<file path="src/break_pkg.sv">
// Purpose: shared constants and types of the break-condition compare block
// Assumes: 32-bit processor addresses, byte-addressed register port
// Notes: all offsets, field positions and reset values live here
package break_pkg;

   // register byte offsets
   localparam logic [7:0] OFF_A_MATCH_ADDR = 8'h00;
   localparam logic [7:0] OFF_A_ADDR_MASK = 8'h04;
   localparam logic [7:0] OFF_A_CYCLE_QUAL = 8'h08;
   localparam logic [7:0] OFF_B_MATCH_ADDR = 8'h0C;
   localparam logic [7:0] OFF_B_ADDR_MASK = 8'h10;
   localparam logic [7:0] OFF_B_BUS_SEL = 8'h14;
   localparam logic [7:0] OFF_EVT_STATUS = 8'h18;
   localparam logic [7:0] OFF_EVT_MASK = 8'h1C;

   // reset values
   localparam logic [31:0] RST_ADDR = 32'h0000_0000;
   localparam logic [31:0] RST_MASK = 32'h0000_0000;
   localparam logic [7:0] RST_QUAL = 8'h00;
   localparam logic [1:0] RST_SEL = 2'h0;
   localparam logic [1:0] RST_EVT = 2'h0;

   // cycle qualifier field positions (each field two bits wide)
   localparam int QUAL_BUS_SEL_POS = 6;
   localparam int QUAL_TYPE_POS = 4;
   localparam int QUAL_DIR_POS = 2;
   localparam int QUAL_SIZE_POS = 0;

   // field codes
   localparam logic [1:0] SEL_OFF = 2'h0;
   localparam logic [1:0] SEL_L = 2'h1;
   localparam logic [1:0] SEL_I = 2'h2;
   localparam logic [1:0] SEL_L_ALT = 2'h3;
   localparam logic [1:0] TYPE_FETCH = 2'h1;
   localparam logic [1:0] TYPE_DATA = 2'h2;
   localparam logic [1:0] TYPE_BOTH = 2'h3;
   localparam logic [1:0] DIR_READ = 2'h1;
   localparam logic [1:0] DIR_WRITE = 2'h2;
   localparam logic [1:0] DIR_BOTH = 2'h3;
   localparam logic [1:0] SIZE_ANY = 2'h0;
   localparam logic [1:0] SIZE_BYTE = 2'h1;
   localparam logic [1:0] SIZE_WORD = 2'h2;
   localparam logic [1:0] SIZE_LONG = 2'h3;

   // event status bit positions
   localparam int EVT_A_POS = 0;
   localparam int EVT_B_POS = 1;

   // one processor bus cycle as seen on either internal bus
   typedef struct packed {
      logic valid;
      logic [31:0] addr;
      logic fetch;
      logic write;
      logic [1:0] size;
   } bus_cycle_t;

endpackage

</file>
<file path="src/break_compare.sv">
// Purpose: channel A and channel B break-condition compare with register port
// Assumes: bus cycle inputs come from logic on clk; one register access per strobe
// Notes: match outputs pulse one cycle after the matching bus cycle
// limitation: channel B compares the address only; its qualifiers live in a neighbour
// trade-off: one register stage on every output costs a cycle of break latency
//
// Functional notes
// RULE_01: a clear channel A mask bit keeps that address bit in the compare.
// RULE_02: a set channel A mask bit drops that address bit; any bit maskable.
// RULE_03: A bus select: 00 off, 01 L bus, 10 I bus, 11 L bus.
// RULE_04: A cycle type: 00 off, 01 fetch, 10 data, 11 either.
// RULE_05: A direction: 00 off, 01 read, 10 write, 11 either.
// RULE_06: A size: 00 any, 01 byte, 10 word, 11 longword.
// RULE_07: qualifier register bits 15 to 8 read zero; software writes zero.
// RULE_08: channel B holds a 32-bit address compared on its selected bus.
// RULE_09: a set channel B mask bit drops that address bit; clear keeps it.
// RULE_10: channel A holds a 32-bit address compared on its selected bus.
// RULE_11: A matches only when address and every enabled field agree in one cycle.
`timescale 1ns/1ps
module break_compare (
   input wire logic clk,
   input wire logic reset,
   input wire logic [7:0] addr,
   input wire logic [31:0] wr_data,
   input wire logic wr_en,
   input wire logic rd_en,
   output logic [31:0] rd_data,
   input wire break_pkg::bus_cycle_t local_addr_bus,
   input wire break_pkg::bus_cycle_t internal_addr_bus,
   output logic match_a,
   output logic match_b,
   output logic irq
);

   ////////////////////////////////////////////////////////////////////////////////
   // state

   typedef struct packed {
      logic [31:0] a_addr;
      logic [31:0] a_mask;
      logic [7:0] a_qual;
      logic [31:0] b_addr;
      logic [31:0] b_mask;
      logic [1:0] b_sel;
      logic [1:0] evt_status;
      logic [1:0] evt_mask;
      logic match_a;
      logic match_b;
      logic irq;
      logic [31:0] rd_data;
   } state_t;

   state_t q_reg;
   state_t q_next;

   logic [1:0] a_sel;
   logic [1:0] a_type;
   logic [1:0] a_dir;
   logic [1:0] a_size;
   break_pkg::bus_cycle_t pick_a;
   break_pkg::bus_cycle_t pick_b;
   logic a_addr_hit;
   logic b_addr_hit;
   logic type_ok;
   logic dir_ok;
   logic size_ok;
   logic a_hit_now;
   logic b_hit_now;
   logic [1:0] evt_now;
   logic [1:0] evt_clr;

   assign a_sel = q_reg.a_qual[break_pkg::QUAL_BUS_SEL_POS +: 2];
   assign a_type = q_reg.a_qual[break_pkg::QUAL_TYPE_POS +: 2];
   assign a_dir = q_reg.a_qual[break_pkg::QUAL_DIR_POS +: 2];
   assign a_size = q_reg.a_qual[break_pkg::QUAL_SIZE_POS +: 2];

   ////////////////////////////////////////////////////////////////////////////////
   // bus selection and address compare

   bus_pick pick_a_inst (
      .sel(a_sel),
      .l_cycle(local_addr_bus),
      .i_cycle(internal_addr_bus),
      .picked(pick_a)
   );

   // channel B bus choice uses the same code set as channel A
   bus_pick pick_b_inst (
      .sel(q_reg.b_sel),
      .l_cycle(local_addr_bus),
      .i_cycle(internal_addr_bus),
      .picked(pick_b)
   );

   addr_match #(.WIDTH(32)) match_a_inst (
      .addr(pick_a.addr),
      .ref_addr(q_reg.a_addr),
      .mask(q_reg.a_mask),
      .hit(a_addr_hit)
   );

   addr_match #(.WIDTH(32)) match_b_inst (
      .addr(pick_b.addr),
      .ref_addr(q_reg.b_addr),
      .mask(q_reg.b_mask),
      .hit(b_addr_hit)
   );

   ////////////////////////////////////////////////////////////////////////////////
   // channel A qualifiers

   always_comb begin
      unique case (a_type)
         break_pkg::TYPE_FETCH: type_ok = pick_a.fetch; // RULE_04
         break_pkg::TYPE_DATA: type_ok = !pick_a.fetch; // RULE_04
         break_pkg::TYPE_BOTH: type_ok = 1'b1; // RULE_04
         default: type_ok = 1'b0; // RULE_04
      endcase
      unique case (a_dir)
         break_pkg::DIR_READ: dir_ok = !pick_a.write; // RULE_05
         break_pkg::DIR_WRITE: dir_ok = pick_a.write; // RULE_05
         break_pkg::DIR_BOTH: dir_ok = 1'b1; // RULE_05
         default: dir_ok = 1'b0; // RULE_05
      endcase
      // size 00 leaves operand size out; other codes demand that exact size
      size_ok = (a_size == break_pkg::SIZE_ANY) || (a_size == pick_a.size); // RULE_06
   end

   // all terms are taken from the same bus cycle, so no partial match can latch
   assign a_hit_now = pick_a.valid && type_ok && dir_ok && size_ok && a_addr_hit; // RULE_11
   assign b_hit_now = pick_b.valid && b_addr_hit; // RULE_08

   ////////////////////////////////////////////////////////////////////////////////
   // next state

   always_comb begin
      q_next = q_reg;
      evt_now = '0;
      evt_clr = '0;
      evt_now[break_pkg::EVT_A_POS] = a_hit_now;
      evt_now[break_pkg::EVT_B_POS] = b_hit_now;
      q_next.match_a = a_hit_now; // RULE_10
      q_next.match_b = b_hit_now; // RULE_08
      q_next.rd_data = '0;

      if (wr_en) begin
         case (addr)
            break_pkg::OFF_A_MATCH_ADDR: q_next.a_addr = wr_data; // RULE_10
            break_pkg::OFF_A_ADDR_MASK: q_next.a_mask = wr_data; // RULE_02
            // upper bits are not stored at all, so they cannot read back
            break_pkg::OFF_A_CYCLE_QUAL: q_next.a_qual = wr_data[7:0]; // RULE_07
            break_pkg::OFF_B_MATCH_ADDR: q_next.b_addr = wr_data; // RULE_08
            break_pkg::OFF_B_ADDR_MASK: q_next.b_mask = wr_data; // RULE_09
            break_pkg::OFF_B_BUS_SEL: q_next.b_sel = wr_data[1:0];
            break_pkg::OFF_EVT_STATUS: evt_clr = wr_data[1:0];
            break_pkg::OFF_EVT_MASK: q_next.evt_mask = wr_data[1:0];
            default: begin
            end
         endcase
      end

      if (rd_en) begin
         case (addr)
            break_pkg::OFF_A_MATCH_ADDR: q_next.rd_data = q_reg.a_addr;
            break_pkg::OFF_A_ADDR_MASK: q_next.rd_data = q_reg.a_mask;
            break_pkg::OFF_A_CYCLE_QUAL: q_next.rd_data = {24'h00_0000, q_reg.a_qual}; // RULE_07
            break_pkg::OFF_B_MATCH_ADDR: q_next.rd_data = q_reg.b_addr;
            break_pkg::OFF_B_ADDR_MASK: q_next.rd_data = q_reg.b_mask;
            break_pkg::OFF_B_BUS_SEL: q_next.rd_data = {30'h0000_0000, q_reg.b_sel};
            break_pkg::OFF_EVT_STATUS: q_next.rd_data = {30'h0000_0000, q_reg.evt_status};
            break_pkg::OFF_EVT_MASK: q_next.rd_data = {30'h0000_0000, q_reg.evt_mask};
            default: q_next.rd_data = '0;
         endcase
      end

      // a new event in the clearing cycle survives the clear
      q_next.evt_status = (q_reg.evt_status & ~evt_clr) | evt_now;
      q_next.irq = |(q_next.evt_status & q_next.evt_mask);
   end

   always_ff @(posedge clk or posedge reset) begin
      if (reset) begin
         q_reg.a_addr <= break_pkg::RST_ADDR;
         q_reg.a_mask <= break_pkg::RST_MASK;
         q_reg.a_qual <= break_pkg::RST_QUAL;
         q_reg.b_addr <= break_pkg::RST_ADDR;
         q_reg.b_mask <= break_pkg::RST_MASK;
         q_reg.b_sel <= break_pkg::RST_SEL;
         q_reg.evt_status <= break_pkg::RST_EVT;
         q_reg.evt_mask <= break_pkg::RST_EVT;
         q_reg.match_a <= 1'b0;
         q_reg.match_b <= 1'b0;
         q_reg.irq <= 1'b0;
         q_reg.rd_data <= '0;
      end else begin
         q_reg <= q_next;
      end
   end

   assign rd_data = q_reg.rd_data;
   assign match_a = q_reg.match_a;
   assign match_b = q_reg.match_b;
   assign irq = q_reg.irq;

   logic a_all_open;
   assign a_all_open = (a_sel != break_pkg::SEL_OFF) && (a_type == break_pkg::TYPE_BOTH)
      && (a_dir == break_pkg::DIR_BOTH) && (a_size == break_pkg::SIZE_ANY);
endmodule

</file>
<file path="src/addr_match.sv">
// Purpose: masked address comparator for one break channel
// Assumes: mask bit set means the address bit is ignored
// Notes: purely combinational
`timescale 1ns/1ps
module addr_match #(
   parameter int WIDTH = 32
) (
   input wire logic [WIDTH-1:0] addr,
   input wire logic [WIDTH-1:0] ref_addr,
   input wire logic [WIDTH-1:0] mask,
   output logic hit
);
   // a set mask bit removes that position from the compare
   always_comb begin
      hit = (((addr ^ ref_addr) & ~mask) == '0); // RULE_01
   end
endmodule

</file>
<file path="src/bus_pick.sv">
// Purpose: choose the L or I bus cycle for one break channel
// Assumes: both buses are on the processor clock
// Notes: select code 00 yields an invalid cycle, so no compare takes place
`timescale 1ns/1ps
module bus_pick (
   input wire logic [1:0] sel,
   input wire break_pkg::bus_cycle_t l_cycle,
   input wire break_pkg::bus_cycle_t i_cycle,
   output break_pkg::bus_cycle_t picked
);
   always_comb begin
      picked = l_cycle;
      unique case (sel)
         break_pkg::SEL_OFF: begin
            picked.valid = 1'b0; // RULE_03
         end
         break_pkg::SEL_L: begin
            picked = l_cycle;
         end
         break_pkg::SEL_I: begin
            picked = i_cycle;
         end
         break_pkg::SEL_L_ALT: begin
            picked = l_cycle; // RULE_03
         end
      endcase
   end
endmodule

</file>
<file path="config.mk">
export PLATFORM = sky130hd
export DESIGN_NAME = break_compare
export DESIGN_NICKNAME = d
export VERILOG_FILES = /design/src/break_pkg.sv /design/src/break_compare.sv /design/src/addr_match.sv /design/src/bus_pick.sv
export SDC_FILE = /design/constraint.sdc
export NUM_CORES = 1
export LEC_CHECK = 0
export BUFFER_PORTS_ARGS = -buffer_cell sky130_fd_sc_hd__buf_2
export CAP_MARGIN = 0
export CORE_UTILIZATION = 50
export DETAILED_ROUTE_END_ITERATION = 7
export PLACE_DENSITY = 0.82
export SLEW_MARGIN = 20
export SYNTH_ARGS = -nofsm -noshare
export SYNTH_HDL_FRONTEND = slang
export SYNTH_SLANG_ARGS = --single-unit
</file>
<file path="constraint.sdc">
create_clock -name clk -period 9.69 [get_ports clk]
set_input_delay 0.4845 -clock clk [delete_from_list [all_inputs] [get_ports clk]]
set_output_delay 0.4845 -clock clk [all_outputs]
set_load 0.05 [all_outputs]
</file>
## Word level (Yosys, flattened, before mapping)

Index checks and enable logic that the tools add are counted.

| storage, ports and cells | value |
|---|---|
| output and inout port bits | 35 |
| word-level logic and storage cells | 77 |
| input port bits | 118 |
| register bits | 177 |

| operators by class | value |
|---|---|
| reductions and logical operators | 23 |
| equality and inequality tests | 20 |
| bitwise gates (word level) | 10 |
| mux-type cells | 12 |

Operators by type and width:

| kind | number |
|---|---|
| case mux 32 bit (8 select lines) | 1 |
| two-way mux 36 bit | 2 |
| bitwise AND 32 bit | 2 |
| zero test 32 bit | 2 |
| NOT 32 bit | 2 |
| XOR 32 bit | 2 |
| == test 8 x 5 -> 1 bit, second input constant | 4 |
| two-way mux 32 bit | 1 |
| == test 2 bit, second input constant | 8 |
| == test 8 x 4 -> 1 bit, second input constant | 2 |
| case mux 1 bit (3 select lines) | 4 |
| AND reduction 2 bit | 6 |
| == test 2 x 1 -> 1 bit, second input constant | 4 |
| == test 8 x 3 -> 1 bit, second input constant | 1 |
| zero test 8 bit | 1 |
| two-way mux 2 bit | 4 |
| zero test 2 bit | 3 |
| OR reduction 2 bit | 3 |
| logical AND 1 bit | 5 |
| bitwise AND 2 bit | 2 |
| == test 2 bit | 1 |
| zero test 1 bit | 2 |
| NOT 2 bit | 1 |
| OR 2 bit | 1 |
| logical OR 1 bit | 1 |

## Depth between registers and ports, before layout

| depth | value |
|---|---|
| word-level depth | 11 |
| mapped depth | 9 |
| depth with buffers taken out | 7 |

## By module

From an unflattened synthesis, not the netlist that was laid out.

| unflattened totals | value |
|---|---|
| cell total of the unflattened synthesis | 750 |
| area total of the unflattened synthesis | 9988.3 sq um |

Modules (own cells, without submodules):

| module | area an instance (sq um) | cells an instance | instances | seq. area each (sq um) |
|---|---|---|---|---|
| break_compare | 7988.9 | 560 | 1 | 4429.2 |
| bus_pick | 585.6 | 42 | 2 | 0.0 |
| addr_match | 414.1 | 53 | 2 | 0.0 |

## Least setup slack after synthesis

OpenSTA, ideal clock, no wires.

| path | value |
|---|---|
| path type | register to register |
| start point | register q_reg, in the netlist a_sel[0] |
| end point | register match_a (netlist name) |
| cell stages (with the launch flop) | 9 |
| buffers on the path | 2 |
| library setup time | 0.096 ns |
| clock period less this slack | 2.062 ns |
| required time | 9.594 ns |
| arrival time | 1.967 ns |
| slack | 7.628 ns |
| cells stage by stage | dfrtp_1 -> nand2b_4 -> buf_12 -> buf_12 -> mux2i_1 -> mux2i_1 -> nand2_1 -> or4_1 -> nor4_2 |

| between the ends | value |
|---|---|
| longest elaborated chain between the ends | 8 |
| elaborated cells on any way between the ends | 20 |
| those cells by class | 4 x eq/ne; 4 x mux; 2 x bitwise; 10 x reduce/logical |

RTL lines:

| element | RTL line | source |
|---|---|---|
| start, declared | break_compare.sv:53 | `state_t q_reg;` |
| start signal, assigned | break_compare.sv:196 | `q_reg <= q_next;` |
| branches (longest 7 deep; another with two-way mux 36 bit) | - |  |
| logical AND 1 bit (*) | break_compare.sv:130 | `assign a_hit_now = pick_a.valid && type_ok && dir_ok && size_ok && a_addr_hit;` |
| via a_hit_now | break_compare.sv:67 | `logic a_hit_now;` |

Mark *: on every way through the listed nets, which the timed path passes.
A chain may end at the register's enable or synchronous reset.

==> results.tsv <==
stage	metric	value	unit
setup_path	worst_setup_path_start_kind	register	
logic_synthesis	synth-edff-count	0	
power	fraction_of_power_consumed_by_combinational_cells	11.6	%
floorplanning	floorplan.core_area	18800	um2
timing	maxSlewViolCount	0	
setup_path	crit_type	register to register	
finish	area.growth.synth_to_final	13.8	%
timing	slew-limit-headroom	37.0	%
timing	setup_violations	0	
logic_synthesis	mappedNetlistArea	9580	um2
drt	vias_per_cell	6.13	
placement	portBuffers	152	
logic_synthesis	synth_cells	824	
floorplanning	die_height	140	um
clock_network	cts-buffers-inserted	17	
logic_synthesis	synth_seq_area_share	46.2	%
placement	routabilityCongestion	0.983	
global_route	first_global_vias	7332	
setup_path	cp.arrival	3.42	ns
run_status	status	finished clean	
finish	largest_reg_flops	134	
timing	worst_slew_pin_slew	0.944	ns
logic_synthesis	synthFlopType	sky130_fd_sc_hd__dfrtp_1	
global_route	grt_max_degree	99	
drt	drc	0	
floorplanning	floorplan.initialDensity	51.0	%
floorplanning	die-width	140	um
timing	min_period	3.04	ns
power	power_report.internal_total	1.23	mW
placement	dp_worst_setup_slack	6.46	ns
power	power_per_cell_area	154	nW/um2
power	netSwitchingFraction	26.8	%
timing	final.setup.tns	0	ns
clock_network	postCtsResizedCells	0	
worst_hold_path	hold_path_class	input port to asynchronous set/reset pin	
power	clock_power_share	41.1	%
clock_network	cts_setup_buffers	0	
power	power.ir.vdd_worst	117	uV
setup_path	r2r_setup_slack	6.65	ns
finish	n_fill_cell	1556	
timing	fin_crit_sh	31.4	%
global_route	grt_util_all_layers	28.1	%
finish	sequential_cell_area	4430	um2
global_route	globalRouteOverflowTotal	0	
finish	layout_commonest_cell	sky130_fd_sc_hd__dfrtp_1	
setup_path	worstPathRequired	10.07	ns
setup_path	critical_path.max_fanout	18	
drt	wl_per_cell	22.4	um
power	switching_power_summed_over_all_nets	0.451	mW
logic_synthesis	avgSynthCellArea	11.6	um2
clock_network	clk_pin_slew	0.07	ns
setup_path	regToRegStartpoint	q_reg[39]	
job	max_cap_violations	0	
timing	timing.fmax	329	MHz
global_route	antenna_found_initial	1	
floorplanning	dieArea	19700	um2
drt	via_count	7256	
logic_synthesis	flip_flop_and_latch_count_after_synthesis	177	
logic_synthesis	synth.net_count	942	
placement	hpwl	18200	um
timing	rsz_0062_raised_after_global_routing	no	
clock_network	postCtsHoldBufs	0	
floorplanning	design.portCount	153	
power	seqPwrFrac	47.3	%
drt	drt_pass1_iterations	5	
clock_network	cts_num_sinks	177	
setup_path	cp-end-kind	register	
setup_path	reg2reg_depth	8	
clock_network	clockBufferDepth	2	
finish	multi_input_comb_area	4710	um2
logic_synthesis	synth_async_sr_flop_share	100	%
placement	post_detailed_placement_cell_area	10300	um2
finish	count_of_inserted_antenna_diode_cells	0	
finish	final_area	10900	um2
setup_path	reg2reg_to	q_reg[38]	
drt	postRouteWirelength	26600	um
power	power.leakage	5.69	nW
clock_network	clock_latency	0.44	ns
global_route	grt_first_pass_wirelength	41400	um
drt	final_antenna_net_count	0	
finish	drive_gt1_share	35.9	%
timing	final.setup.worst_slack	6.65	ns
finish	core_utilization_of_the_finished_layout	58.1	%
timing	fin_worst_skew	0.00847	ns
finish	final_cell_mix	sky130_fd_sc_hd__dfrtp_1, sky130_fd_sc_hd__buf_2, sky130_fd_sc_hd__mux2_2	
logic_synthesis	synth_cell_types	43	
floorplanning	fp-row-count	50	
clock_network	ctsHtreeMaxLevel	4	
finish	finalNetCount	1055	
drt	drt_first_iter_violations	581	
timing	final-hold-violation-count	0	
timing	hold-worst-slack	0.222	ns
logic_synthesis	ys_warn_count	0	
clock_network	ctsRootBufferMaster	sky130_fd_sc_hd__clkbuf_16	
clock_network	cts_tree	yes	
-- synth_stat cells (all sizes together), types with 4 or more instances --
library cell | n | area share, %
dfrtp | 177 | 46
mux2 | 140 | 16
mux2i | 111 | 12
a22oi | 66 | 5.2
buf | 52 | 3.9
nor2 | 50 | 2.0
nor2b | 42 | 2.7
a21oi | 27 | 1.4
nand2 | 23 | 0.90
xor2 | 20 | 1.8
clkbuf | 16 | 0.63
o21ai | 12 | 0.63
inv | 9 | 0.35
nand4 | 9 | 0.59
nor4 | 9 | 0.65
o2111ai | 9 | 0.82
nor3 | 8 | 0.68
nand3 | 7 | 0.37
o22ai | 6 | 0.39
a31oi | 5 | 0.33
nand2b | 4 | 0.34
-- per-stage QoR --
| stage | total power, mW | std cells |
|---|---|---|
| after global routing | 1.73 | 1184 |
| after global placement | 0.996 | 1152 |
| after floorplan | 0.919 | 824 |
| after CTS | 1.68 | 1184 |
| final | 1.68 | 1184 |
| after detailed placement | 1.00 | 1152 |
-- cell families (layout without fill, tap and decap cells) --
family | count (synthesis) | in the layout | share of synthesized area, %
buffers and inverters | 77 | 203 | 4.90
XOR/XNOR | 23 | 23 | 2.10
flip-flops | 177 | 177 | 46.2
multiplexers | 251 | 251 | 28.1
AND/OR/NAND/NOR | 158 | 158 | 8.74
AO/OA/AOI/OAI | 138 | 138 | 9.95
-- power by group through the flow --
stage	Clock [mW]	Combinational (mW)	Sequential [mW]
after floorplan	0	0.118	0.801
after global placement	0	0.189	0.807
after detailed placement	0	0.192	0.809
after CTS	0.695	0.194	0.795
after global routing	0.723	0.210	0.800
final	0.692	0.195	0.796
-- how the worst max path moves through the flow --
stage	from	to	slack, ns	depth (start not counted)
floorplan	reset	a_dir[0]	4.40	1
global placement	addr[5]	q_reg[169]	6.50	8
detailed placement	addr[5]	q_reg[167]	6.46	8
CTS	q_reg[39]	q_reg[38]	6.69	8
global route	q_reg[39]	q_reg[38]	6.53	8
finish	q_reg[39]	q_reg[38]	6.65	8
-- critical path, stage by stage, from the launching register on --
cell and delay (ns):
sky130_fd_sc_hd__dfrtp_1 0.41, sky130_fd_sc_hd__nand2b_2 0.52, sky130_fd_sc_hd__buf_4 0.46, sky130_fd_sc_hd__mux2i_1 0.29, sky130_fd_sc_hd__mux2i_1 0.35, sky130_fd_sc_hd__o21ai_0 0.19, sky130_fd_sc_hd__nor4_1 0.36, sky130_fd_sc_hd__and4_1 0.30
sky130_fd_sc_hd__a21o_1 0.10
-- routing by layer --
layer	up-vias	part of all wire (%)	global-route usage, %
li1	3246	-	-
met1	3601	42	36.5
met2	347	47	44.4
met3	60	7.8	6.70
met4	2	3.5	13.4
met5	-	0.038	0
-- final cells by class --
class / instances / area share, %
clock inverter: 14 / 1.45
tap: 234 / 2.69
clock buffer: 18 / 3.94
timing repair buffer: 162 / 7.71
sequential: 177 / 40.7
inverter: 9 / 0.356
multi-input combinational: 570 / 43.2
Note: power is estimated with default switching activity, not from simulation.
